[src/include/cbpx_pkg.sv]
// cbpx_pkg: constants, enums and structs for the control-transfer and
// processor-management execution block.
// assumes one core clock, AHB-Lite register access, decode stage upstream.
//
// Summary of operation
// - fused compare sets cc, then branches
// - bit test: cc 010 if set, 000 if clear
// - compare-branch format, literal or register operands
// - local call allocates new frame, same stack
// - displacement target relative, extended absolute address
// - system call indexes procedure table for target
// - supervisor entry switches mode; frame advances as for a local call
// - return uses saved caller linkage
// - conditional fault only on cc match
// - mark traces only when breakpoint trace enabled
// - forced mark always produces breakpoint trace
// - trace control holds enables and event flags
// - atomic read-modify-write holds memory lock
// - atomic add sums, atomic modify masks bits
// - process controls readable, writable supervisor only; interrupt control still writes the enable bit in user mode
// - flush writes all sets except current
// - arith controls copied and masked-updated
// - system control is supervisor only
// - cache control enable, disable, lock, invalidate, status
// - halt enters low-power state
// - global interrupt set, clear, load from operand, report
// - cc branch jumps only on cc match
package cbpx_pkg;

  // register byte offsets on the bus
  localparam logic [7:0] OFF_CMD    = 8'h00;
  localparam logic [7:0] OFF_OPA    = 8'h04;
  localparam logic [7:0] OFF_OPB    = 8'h08;
  localparam logic [7:0] OFF_OPC    = 8'h0C;
  localparam logic [7:0] OFF_STATUS = 8'h10;
  localparam logic [7:0] OFF_RESULT = 8'h14;
  localparam logic [7:0] OFF_TARGET = 8'h18;
  localparam logic [7:0] OFF_ARITH  = 8'h1C;
  localparam logic [7:0] OFF_PROC   = 8'h20;
  localparam logic [7:0] OFF_TRACE  = 8'h24;
  localparam logic [7:0] OFF_MEM    = 8'h28;
  localparam logic [7:0] OFF_FRAME  = 8'h2C;
  localparam logic [7:0] OFF_SYSTAB = 8'h30;

  // reset values
  localparam logic [31:0] ARITH_RST = 32'h0000_0000;
  localparam logic [31:0] PROC_RST  = 32'h0000_0002; // supervisor after reset
  localparam logic [31:0] TRACE_RST = 32'h0000_0000;

  // field positions
  localparam int PROC_SUP_BIT   = 1;
  localparam int PROC_IE_BIT    = 2;
  localparam int TRACE_BP_EN    = 7;
  localparam int TRACE_BP_EVT   = 23;
  localparam int ARITH_CC_LSB   = 0;
  localparam int CMD_OP_LSB     = 0;
  localparam int CMD_CC_LSB     = 8;
  localparam int CMD_IDX_LSB    = 16;
  localparam int NUM_SETS       = 4;
  localparam int SYSTAB_DEPTH   = 8;
  localparam int FRAME_BYTES    = 64;

  localparam logic [2:0] CC_TRUE  = 3'h2;
  localparam logic [2:0] CC_FALSE = 3'h0;

  typedef enum logic [4:0] {
    CBPX_OP_NOP    = 5'h00, CBPX_OP_CMPIB  = 5'h01, CBPX_OP_CMPOB = 5'h02,
    CBPX_OP_BBS    = 5'h03, CBPX_OP_BBC    = 5'h04, CBPX_OP_BCC   = 5'h05,
    CBPX_OP_CALL   = 5'h06, CBPX_OP_CALLX  = 5'h07, CBPX_OP_CALLS = 5'h08,
    CBPX_OP_RET    = 5'h09, CBPX_OP_FAULT  = 5'h0A, CBPX_OP_MARK  = 5'h0B,
    CBPX_OP_FMARK  = 5'h0C, CBPX_OP_MODTC  = 5'h0D, CBPX_OP_ATADD = 5'h0E,
    CBPX_OP_ATMOD  = 5'h0F, CBPX_OP_MODPC  = 5'h10, CBPX_OP_FLUSH = 5'h11,
    CBPX_OP_MODAC  = 5'h12, CBPX_OP_SYSCTL = 5'h13, CBPX_OP_CACHE = 5'h14,
    CBPX_OP_HALT   = 5'h15, CBPX_OP_INTCTL = 5'h16
  } cbpx_op_t;

  // one-hot sequencer states
  typedef enum logic [3:0] {
    CBPX_IDLE  = 4'h1,
    CBPX_READ  = 4'h2,
    CBPX_WRITE = 4'h4,
    CBPX_FLUSH = 4'h8
  } cbpx_state_t;

  // memory request carried to the core memory port
  typedef struct packed {
    logic        req;
    logic        we;
    logic        lock;
    logic [31:0] addr;
    logic [31:0] wdata;
  } cbpx_mem_req_t;

  // outcome flags of the last operation
  typedef struct packed {
    logic taken;
    logic fault;
    logic prot_fault;
    logic trace_evt;
    logic halted;
    logic busy;
  } cbpx_flags_t;

endpackage

[src/hw/cbpx_exec.sv]
// cbpx_exec: executes compare-branch, call/return, faults, trace marks,
// atomics and privileged management ops issued through registers.
// assumes a single AHB-Lite master and a memory port that answers with mem_ack.
//
// Implementation choices: the AHB-Lite slave port and the register addresses.
`timescale 1ns/1ps
module cbpx_exec (
  // clock and reset
  input  wire logic                   clk,
  input  wire logic                   resetn,
  // ahb-lite slave
  input  wire logic                   hsel,
  input  wire logic [31:0]            haddr,
  input  wire logic [1:0]             htrans,
  input  wire logic                   hwrite,
  input  wire logic [2:0]             hsize,
  input  wire logic [31:0]            hwdata,
  input  wire logic                   hready,
  output logic      [31:0]            hrdata,
  output logic                        hreadyout,
  output logic                        hresp,
  // memory port
  output cbpx_pkg::cbpx_mem_req_t     mem_req,
  input  wire logic                   mem_ack,
  input  wire logic [31:0]            mem_rdata,
  // core side effects
  output logic                        halt_out,
  output logic                        int_enable,
  output logic                        sw_int,
  output logic                        core_reinit,
  output logic      [3:0]             cache_ctl
);

  cbpx_pkg::cbpx_state_t state_reg;
  cbpx_pkg::cbpx_flags_t flags_reg;
  logic [31:0] cmd_reg, opa_reg, opb_reg, opc_reg;
  logic [31:0] result_reg, target_reg, arith_reg, proc_reg, trace_reg;
  logic [31:0] mem_addr_reg, frame_reg;
  logic [31:0] systab_reg [cbpx_pkg::SYSTAB_DEPTH];
  logic [31:0] saved_rip_reg, saved_frame_reg;
  logic        saved_sup_reg;
  logic [1:0]  flush_cnt_reg;
  logic        go_reg;

  // bus address phase capture
  logic        ph_wr_reg, ph_rd_reg;
  logic [7:0]  ph_addr_reg;
  logic        acc;
  assign acc       = hsel && hready && htrans[1];
  assign hreadyout = 1'b1;  // every access finishes in one data phase
  assign hresp     = 1'b0;

  always_ff @(posedge clk or negedge resetn) begin
    if (!resetn) begin
      ph_wr_reg   <= 1'b0;
      ph_rd_reg   <= 1'b0;
      ph_addr_reg <= 8'h00;
    end else begin
      ph_wr_reg   <= acc && hwrite;
      ph_rd_reg   <= acc && !hwrite;
      ph_addr_reg <= haddr[7:0];
    end
  end

  // decoded command fields
  cbpx_pkg::cbpx_op_t op;
  logic [2:0] cc_mask, cc_now, cmp_cc;
  logic [2:0] idx;
  logic       sup, bit_val, cc_hit, entry_sup;
  logic [31:0] entry;
  assign op      = cbpx_pkg::cbpx_op_t'(cmd_reg[cbpx_pkg::CMD_OP_LSB +: 5]);
  assign cc_mask = cmd_reg[cbpx_pkg::CMD_CC_LSB +: 3];
  assign idx     = cmd_reg[cbpx_pkg::CMD_IDX_LSB +: 3];
  assign cc_now  = arith_reg[cbpx_pkg::ARITH_CC_LSB +: 3];
  assign sup     = proc_reg[cbpx_pkg::PROC_SUP_BIT];
  assign bit_val = opb_reg[opa_reg[4:0]];
  assign entry   = systab_reg[idx];
  assign entry_sup = entry[1];

  // compare result coded as less 100, equal 010, greater 001
  always_comb begin
    cmp_cc = 3'h0;
    if (opa_reg == opb_reg) begin
      cmp_cc = 3'h2;
    end else if (op == cbpx_pkg::CBPX_OP_CMPIB) begin
      cmp_cc = ($signed(opa_reg) < $signed(opb_reg)) ? 3'h4 : 3'h1;
    end else begin
      cmp_cc = (opa_reg < opb_reg) ? 3'h4 : 3'h1;
    end
  end

  // a match is any overlap of cc with the instruction mask; mask 000 means cc 000
  function automatic logic cc_match(input logic [2:0] cc, input logic [2:0] m);
    cc_match = (m == 3'h0) ? (cc == 3'h0) : |(cc & m);
  endfunction
  assign cc_hit = cc_match(cc_now, cc_mask);

  // register writes and the command engine, one cycle per simple op
  always_ff @(posedge clk or negedge resetn) begin
    if (!resetn) begin
      cmd_reg <= 32'h0000_0000; opa_reg <= 32'h0000_0000;
      opb_reg <= 32'h0000_0000; opc_reg <= 32'h0000_0000;
      mem_addr_reg <= 32'h0000_0000; frame_reg <= 32'h0000_0000;
      go_reg  <= 1'b0;
    end else begin
      go_reg <= 1'b0;
      if (ph_wr_reg) begin
        case (ph_addr_reg)
          cbpx_pkg::OFF_CMD: begin
            cmd_reg <= hwdata;
            go_reg  <= state_reg == cbpx_pkg::CBPX_IDLE; // ignored while busy
          end
          cbpx_pkg::OFF_OPA:   opa_reg      <= hwdata;
          cbpx_pkg::OFF_OPB:   opb_reg      <= hwdata;
          cbpx_pkg::OFF_OPC:   opc_reg      <= hwdata;
          cbpx_pkg::OFF_MEM:   mem_addr_reg <= hwdata;
          cbpx_pkg::OFF_FRAME: frame_reg    <= hwdata;
          default: ;
        endcase
      end
      if (go_reg) begin
        case (op)
          cbpx_pkg::CBPX_OP_CALL, cbpx_pkg::CBPX_OP_CALLX,
          cbpx_pkg::CBPX_OP_CALLS: frame_reg <= frame_reg + 32'(cbpx_pkg::FRAME_BYTES);
          cbpx_pkg::CBPX_OP_RET:   frame_reg <= saved_frame_reg;
          default: ;
        endcase
      end
    end
  end

  // system procedure table, loaded by software
  always_ff @(posedge clk or negedge resetn) begin
    if (!resetn) begin
      for (int i = 0; i < cbpx_pkg::SYSTAB_DEPTH; i++) systab_reg[i] <= 32'h0000_0000;
    end else if (ph_wr_reg && ph_addr_reg == cbpx_pkg::OFF_SYSTAB) begin
      systab_reg[hwdata[2:0]] <= {opc_reg[31:2], 2'h0} | {30'h0, hwdata[3], 1'b0};
    end
  end

  // architectural state: arith, process and trace controls, flow results
  always_ff @(posedge clk or negedge resetn) begin
    if (!resetn) begin
      arith_reg <= cbpx_pkg::ARITH_RST; proc_reg <= cbpx_pkg::PROC_RST;
      trace_reg <= cbpx_pkg::TRACE_RST; flags_reg <= '0;
      result_reg <= 32'h0000_0000; target_reg <= 32'h0000_0000;
      saved_rip_reg <= 32'h0000_0000; saved_frame_reg <= 32'h0000_0000;
      saved_sup_reg <= 1'b0; sw_int <= 1'b0; core_reinit <= 1'b0;
      cache_ctl <= 4'h0;
    end else begin
      sw_int      <= 1'b0;
      core_reinit <= 1'b0;
      if (go_reg) begin
        flags_reg.taken      <= 1'b0;
        flags_reg.fault      <= 1'b0;
        flags_reg.prot_fault <= 1'b0;
        flags_reg.trace_evt  <= 1'b0;
        case (op)
          cbpx_pkg::CBPX_OP_CMPIB, cbpx_pkg::CBPX_OP_CMPOB: begin
            arith_reg[2:0]  <= cmp_cc;
            flags_reg.taken <= cc_match(cmp_cc, cc_mask);
            target_reg      <= opc_reg + 32'(signed'(cmd_reg[31:19]));
          end
          cbpx_pkg::CBPX_OP_BBS, cbpx_pkg::CBPX_OP_BBC: begin
            arith_reg[2:0]  <= bit_val ? cbpx_pkg::CC_TRUE : cbpx_pkg::CC_FALSE;
            flags_reg.taken <= (op == cbpx_pkg::CBPX_OP_BBS) == bit_val;
            target_reg      <= opc_reg + 32'(signed'(cmd_reg[31:19]));
          end
          cbpx_pkg::CBPX_OP_BCC: begin
            flags_reg.taken <= cc_hit;
            target_reg      <= opc_reg + opb_reg;
          end
          cbpx_pkg::CBPX_OP_CALL, cbpx_pkg::CBPX_OP_CALLX: begin
            saved_rip_reg   <= opc_reg + 32'h0000_0004;
            saved_frame_reg <= frame_reg;
            saved_sup_reg   <= sup;
            flags_reg.taken <= 1'b1;
            target_reg <= (op == cbpx_pkg::CBPX_OP_CALL) ? opc_reg + opb_reg : opa_reg;
          end
          cbpx_pkg::CBPX_OP_CALLS: begin
            saved_rip_reg   <= opc_reg + 32'h0000_0004;
            saved_frame_reg <= frame_reg;
            saved_sup_reg   <= sup;
            flags_reg.taken <= 1'b1;
            target_reg      <= {entry[31:2], 2'h0};
            if (entry_sup) proc_reg[cbpx_pkg::PROC_SUP_BIT] <= 1'b1;
          end
          cbpx_pkg::CBPX_OP_RET: begin
            target_reg      <= saved_rip_reg;
            flags_reg.taken <= 1'b1;
            proc_reg[cbpx_pkg::PROC_SUP_BIT] <= saved_sup_reg;
          end
          cbpx_pkg::CBPX_OP_FAULT: flags_reg.fault <= cc_hit;
          cbpx_pkg::CBPX_OP_MARK: begin
            if (trace_reg[cbpx_pkg::TRACE_BP_EN]) begin
              flags_reg.trace_evt <= 1'b1;
              trace_reg[cbpx_pkg::TRACE_BP_EVT] <= 1'b1;
            end
          end
          cbpx_pkg::CBPX_OP_FMARK: begin
            flags_reg.trace_evt <= 1'b1;
            trace_reg[cbpx_pkg::TRACE_BP_EVT] <= 1'b1;
          end
          cbpx_pkg::CBPX_OP_MODTC: begin
            result_reg <= trace_reg;
            trace_reg  <= (trace_reg & ~opa_reg) | (opb_reg & opa_reg);
          end
          cbpx_pkg::CBPX_OP_MODPC: begin
            result_reg <= proc_reg;
            if (opa_reg != 32'h0000_0000) begin
              if (sup) proc_reg <= (proc_reg & ~opa_reg) | (opb_reg & opa_reg);
              else flags_reg.prot_fault <= 1'b1;
            end
          end
          cbpx_pkg::CBPX_OP_MODAC: begin
            result_reg <= arith_reg;
            arith_reg  <= (arith_reg & ~opa_reg) | (opb_reg & opa_reg);
          end
          cbpx_pkg::CBPX_OP_SYSCTL: begin
            if (!sup) flags_reg.prot_fault <= 1'b1;
            else case (opa_reg[1:0])
              2'h0: sw_int      <= 1'b1;
              2'h1: core_reinit <= 1'b1;
              2'h2: trace_reg   <= opb_reg;
              default: cache_ctl[0] <= opb_reg[0];
            endcase
          end
          cbpx_pkg::CBPX_OP_CACHE: begin
            case (opa_reg[2:0])
              3'h0: cache_ctl[1:0] <= 2'h1;                               // enable
              3'h1: cache_ctl[1:0] <= 2'h0;                               // disable
              3'h2: cache_ctl[2]   <= 1'b1;                               // lock
              3'h3: cache_ctl[3]   <= 1'b1;                               // invalidate
              default: result_reg  <= {28'h0, cache_ctl};                 // status
            endcase
          end
          cbpx_pkg::CBPX_OP_INTCTL: begin
            result_reg <= {31'h0, proc_reg[cbpx_pkg::PROC_IE_BIT]};
            case (opa_reg[1:0])
              2'h0: proc_reg[cbpx_pkg::PROC_IE_BIT] <= 1'b1;
              2'h1: proc_reg[cbpx_pkg::PROC_IE_BIT] <= 1'b0;
              2'h2: proc_reg[cbpx_pkg::PROC_IE_BIT] <= opb_reg[0];
              default: ;
            endcase
          end
          default: ;
        endcase
      end else if (state_reg == cbpx_pkg::CBPX_READ && mem_ack) begin
        result_reg <= mem_rdata;  // old memory value returned to software
      end
      // software clears sticky trace event by writing one
      if (ph_wr_reg && ph_addr_reg == cbpx_pkg::OFF_TRACE && !go_reg) begin
        trace_reg <= trace_reg & ~(hwdata & (32'h1 << cbpx_pkg::TRACE_BP_EVT));
      end
      flags_reg.busy   <= state_reg != cbpx_pkg::CBPX_IDLE;
      flags_reg.halted <= halt_out;
    end
  end

  // halt latch: released only by a write of one to the status register
  always_ff @(posedge clk or negedge resetn) begin
    if (!resetn) halt_out <= 1'b0;
    else if (go_reg && op == cbpx_pkg::CBPX_OP_HALT) halt_out <= 1'b1;
    else if (ph_wr_reg && ph_addr_reg == cbpx_pkg::OFF_STATUS && hwdata[0]) halt_out <= 1'b0;
  end
  assign int_enable = proc_reg[cbpx_pkg::PROC_IE_BIT];

  // memory sequencer: atomics and register flush; lock spans read and write
  logic [31:0] mod_val;
  assign mod_val = (op == cbpx_pkg::CBPX_OP_ATADD) ? result_reg + opb_reg
                 : (result_reg & ~opa_reg) | (opb_reg & opa_reg);
  always_ff @(posedge clk or negedge resetn) begin
    if (!resetn) begin
      state_reg     <= cbpx_pkg::CBPX_IDLE;
      flush_cnt_reg <= 2'h0;
      mem_req       <= '0;
    end else begin
      case (state_reg)
        cbpx_pkg::CBPX_IDLE: begin
          if (go_reg && (op == cbpx_pkg::CBPX_OP_ATADD || op == cbpx_pkg::CBPX_OP_ATMOD)) begin
            state_reg <= cbpx_pkg::CBPX_READ;
            mem_req   <= '{req: 1'b1, we: 1'b0, lock: 1'b1,
                           addr: mem_addr_reg, wdata: 32'h0000_0000};
          end else if (go_reg && op == cbpx_pkg::CBPX_OP_FLUSH) begin
            state_reg     <= cbpx_pkg::CBPX_FLUSH;
            flush_cnt_reg <= 2'h1;  // set 0 is the active one and stays put
            mem_req <= '{req: 1'b1, we: 1'b1, lock: 1'b0,
                         addr: frame_reg - 32'(cbpx_pkg::FRAME_BYTES), wdata: opb_reg};
          end
        end
        cbpx_pkg::CBPX_READ: if (mem_ack) begin
          state_reg <= cbpx_pkg::CBPX_WRITE;
          mem_req.req <= 1'b0;
        end
        cbpx_pkg::CBPX_WRITE: begin
          if (!mem_req.req) begin
            mem_req.req <= 1'b1; mem_req.we <= 1'b1; mem_req.wdata <= mod_val;
          end else if (mem_ack) begin
            state_reg <= cbpx_pkg::CBPX_IDLE;
            mem_req   <= '0;
          end
        end
        cbpx_pkg::CBPX_FLUSH: if (mem_ack) begin
          if (flush_cnt_reg == 2'(cbpx_pkg::NUM_SETS - 1)) begin
            state_reg <= cbpx_pkg::CBPX_IDLE;
            mem_req   <= '0;
          end else begin
            flush_cnt_reg <= flush_cnt_reg + 2'h1;
            mem_req.addr  <= mem_req.addr - 32'(cbpx_pkg::FRAME_BYTES);
          end
        end
        default: state_reg <= cbpx_pkg::CBPX_IDLE;
      endcase
    end
  end

  // read mux: process and trace controls readable at any privilege
  always_ff @(posedge clk or negedge resetn) begin
    if (!resetn) hrdata <= 32'h0000_0000;
    else if (acc && !hwrite) begin
      case (haddr[7:0])
        cbpx_pkg::OFF_CMD:    hrdata <= cmd_reg;
        cbpx_pkg::OFF_OPA:    hrdata <= opa_reg;
        cbpx_pkg::OFF_OPB:    hrdata <= opb_reg;
        cbpx_pkg::OFF_OPC:    hrdata <= opc_reg;
        cbpx_pkg::OFF_STATUS: hrdata <= {26'h0, flags_reg};
        cbpx_pkg::OFF_RESULT: hrdata <= result_reg;
        cbpx_pkg::OFF_TARGET: hrdata <= target_reg;
        cbpx_pkg::OFF_ARITH:  hrdata <= arith_reg;
        cbpx_pkg::OFF_PROC:   hrdata <= proc_reg;
        cbpx_pkg::OFF_TRACE:  hrdata <= trace_reg;
        cbpx_pkg::OFF_MEM:    hrdata <= mem_addr_reg;
        cbpx_pkg::OFF_FRAME:  hrdata <= frame_reg;
        default:              hrdata <= 32'h0000_0000;
      endcase
    end
  end

endmodule

[config.mk]
export PLATFORM = sky130hd
export DESIGN_NAME = cbpx_exec
export DESIGN_NICKNAME = d
export VERILOG_FILES = /design/src/include/cbpx_pkg.sv /design/src/hw/cbpx_exec.sv
export SDC_FILE = /design/constraint.sdc
export NUM_CORES = 2
export LEC_CHECK = 0
export BUFFER_PORTS_ARGS = -buffer_cell sky130_fd_sc_hd__buf_2
export CAP_MARGIN = 25
export CORE_ASPECT_RATIO = 0.5
export CORE_MARGIN = 4
export CORE_UTILIZATION = 45
export CTS_CLUSTER_DIAMETER = 50
export DETAILED_ROUTE_END_ITERATION = 6
export GPL_TIMING_DRIVEN = 0
export SYNTH_ARGS = -nofsm -noshare
export SYNTH_HDL_FRONTEND = slang
export SYNTH_SLANG_ARGS = --single-unit
[constraint.sdc]
create_clock -name clk -period 4.55 [get_ports clk]
set_clock_uncertainty 0.2 [all_clocks]
set_input_delay 0.6825 -clock clk [delete_from_list [all_inputs] [get_ports clk]]
set_output_delay 0.6825 -clock clk [all_outputs]
set_load 0.05 [all_outputs]
==> results_dict.tcl <==
set metrics [dict create \
    run_status "complete, but fails checks" \
    violations "design-rule violations" \
    rows 81 \
    cts.sinks 792 \
    core_area_um2 98700 \
    synth_edf_count 0 \
    synth_ff_type "dfrtp_1" \
    wl_per_cell_um 34.3 \
    cts_tree "done" \
    p_leak_nw 22.4 \
    drtIter0Drc 5734 \
    hold_viol_final 0 \
    syn-cell-area_um2 45200 \
    wl_um 211000 \
    dp_hpwl_um 166000 \
    worst_pin_slew_ns 1.24 \
    largest_register_ffs 248 \
    nets 5010 \
    antenna_found_initial 32 \
    ys_seq_area_frac 0.438 \
    drc_errors 7 \
    hp-class "in -> reg" \
    clk_pin_slew_ns 0.08 \
    min_period_ns 4.45 \
    irDropWorstVdd_mv 0.284 \
    grt_max_degree 134 \
    grt_pass1_wl_um 295000 \
    layout.cells.non_filler 6167 \
    portBuffers 183 \
    pin_count 216 \
    crit_path_start_kind "flop" \
    grtUsageTotal 0.393 \
    arrival_ns 4.84 \
    synthArstFlopShare 1.00 \
    die_width_um 456 \
    fin_ws_ns 0.0958 \
    syn_inst 4465 \
    maxCapViolations 0 \
    vias 40400 \
    vias_per_cell 6.55 \
    min_period_over_period 0.979 \
    routabilityCongestion 1.03 \
    root_buffer "clkbuf_16" \
    die_h_um 232 \
    power_density_nw_per_um2 392 \
    synth.avg_cell_area_um2 10.1 \
    synth.distinct_cells 85 \
    maxClockFrequency_ghz 0.225 \
    slew_viol_final 0 \
    slew_headroom 0.175 \
    antenna_left 0 \
    critPathCaptureType "flop" \
    critPathKind "reg -> reg" \
    design.die.area_um2 106000 \
    syn_to_final_growth_pct 13.7 \
    drt_pass1_iterations 7 \
    numCtsBuffers 82 \
    dp_slack_ns 0.151 \
    setup_viol 0 \
    worstSkewPairLatency_ns 0.73 \
    htreeDepth 3 \
    worst_ep_required_time_ns 4.93 \
    path_max_fanout 8 \
    clockBufferDepth 3 \
    drive_above_1_share 0.186 \
    ys_ff_latch 792 \
    grt_pass1_vias 38600 \
    grt-ovfl-total 0 \
    synth_warnings 0 \
    initial_core_util 0.458 \
    place_inst 5999 \
]
-- logic make-up (layout without fill, tap and decap cells) --
kind of cell             Yosys count  count (layout)  share of synthesized area
XOR/XNOR                         148             148                     0.0287
AO/OA/AOI/OAI                   1172            1172                      0.171
other                              2              11                   0.000166
adder cells (fa/ha/maj)          133             133                     0.0373
AND/OR/NAND/NOR                 1159            1159                      0.114
flip-flops                       792             792                      0.438
buffers and inverters            424             789                     0.0362
multiplexers                     635             635                      0.173
-- layout make-up --
| cell class | instances | area [um2] |
|---|---|---|
| Clock inverter | 38 | 621 |
| Fill cell | 9002 | 47300 |
| Multi-Input combinational cell | 3250 | 23800 |
| Inverter | 79 | 297 |
| Sequential cell | 792 | 19800 |
| Tap cell | 1328 | 1660 |
| Clock buffer | 107 | 2330 |
| Buffer | 345 | 1340 |
| Timing Repair Buffer | 220 | 1530 |
| Antenna cell | 8 | 20.0 |
-- layer usage --
layer  part of all wire  track usage  vias to the layer above
met5            0.00034            0                        -
met1               0.43        0.563                    20600
li1                   -            -                    17100
met2               0.40        0.541                     2396
met4              0.031        0.116                       10
met3               0.14        0.160                      351
-- power breakdown --
part           switching, mW  internal, mW
sequential             0.562          7.46
clock                   3.32          4.24
combinational           3.35          1.20
total                   7.23          12.9
-- cell usage after synthesis (17+ instances only) --
library cell / n / share of area
buf_2: 25 / 0.0028
mux2i_1: 87 / 0.019
nor4_1: 25 / 0.0035
mux2_2: 421 / 0.10
nand2b_1: 40 / 0.0055
dfrtp_1: 790 / 0.44
nor2b_1: 21 / 0.0029
o21ai_0: 404 / 0.045
clkbuf_1: 276 / 0.023
xnor2_1: 81 / 0.016
nor3_1: 43 / 0.0048
nand3b_1: 17 / 0.0028
o21ai_1: 25 / 0.0028
a221o_1: 37 / 0.0082
a21oi_1: 175 / 0.019
and3_1: 33 / 0.0046
a22o_1: 74 / 0.014
a211oi_1: 27 / 0.0045
ha_1: 130 / 0.036
and2_1: 21 / 0.0029
a31oi_1: 59 / 0.0082
a21o_1: 39 / 0.0065
o22ai_1: 24 / 0.0033
inv_1: 79 / 0.0066
a222oi_1: 17 / 0.0038
mux2_1: 56 / 0.014
nand3_1: 70 / 0.0077
a221oi_1: 135 / 0.026
xor2_1: 67 / 0.013
mux4_2: 71 / 0.035
nor2_1: 263 / 0.022
or3_1: 17 / 0.0024
buf_1: 40 / 0.0033
nand4_1: 20 / 0.0028
nand2_1: 551 / 0.046
o211ai_1: 24 / 0.0040
-- layout by cell type (no fill, tap or decap), drive strengths merged, types with 39 or more instances in the layout --
| cell type | instances |
|---|---|
| ha | 130 |
| dfrtp | 790 |
| mux2 | 477 |
| xnor2 | 81 |
| nor2 | 263 |
| mux2i | 87 |
| nand2 | 551 |
| mux4 | 71 |
| a221oi | 139 |
| a22o | 74 |
| nand2b | 40 |
| o21ai | 429 |
| nand3 | 70 |
| a21o | 39 |
| nor3 | 47 |
| buf | 279 |
| clkbuf | 384 |
| inv | 82 |
| a31oi | 59 |
| a21oi | 176 |
| xor2 | 67 |
-- worst max-delay path, cell delays in order, from the launching register on --
cell	delay, ns
dfrtp_1	0.37
clkbuf_1	0.20
nor2_1	0.60
nand2_1	0.64
nand2_1	0.30
nand2_1	0.60
clkbuf_1	0.53
buf_16	0.28
clkbuf_1	0.18
buf_8	0.21
nand2_1	0.08
o21ai_0	0.08
-- repair_timing --
action,4_1_cts,5_1_grt
hold buffers,9,0
gates resized for setup,0,1
endpoints found under the setup margin,0,1
setup buffers,0,0
endpoints found under the hold margin,112,0
-- metrics by stage --
step	utilization	power [mW]	hold slack, ns	setup TNS [ns]	instance area, um2
after floorplan	-	10.8	0.187	0	45200
after global placement	0.484	12.5	0.220	-	47800
after detailed placement	0.489	12.6	0.243	0	48200
after CTS	0.519	20.1	0.00886	0	51300
after global routing	0.521	20.8	0.0255	-0.0120	51400
final	0.521	20.1	0.0487	0	51400
-- final timing paths --
path / start / endpoint / slack (ns) / cells after the start
min in group asynchronous: resetn / systab_reg[134] / 0.47 / 2
max: cmd_reg[1] / saved_rip_reg[25] / 0.1 / 11
max in group asynchronous: resetn / systab_reg[249] / 2.03 / 4
min: hwrite / ph_wr_reg / 0.05 / 3
max reg2reg: cmd_reg[1] / saved_rip_reg[25] / 0.1 / 11
min reg2reg: hrdata[0] / hrdata[0] / 0.28 / 1
(Power assumes the default switching activity.)
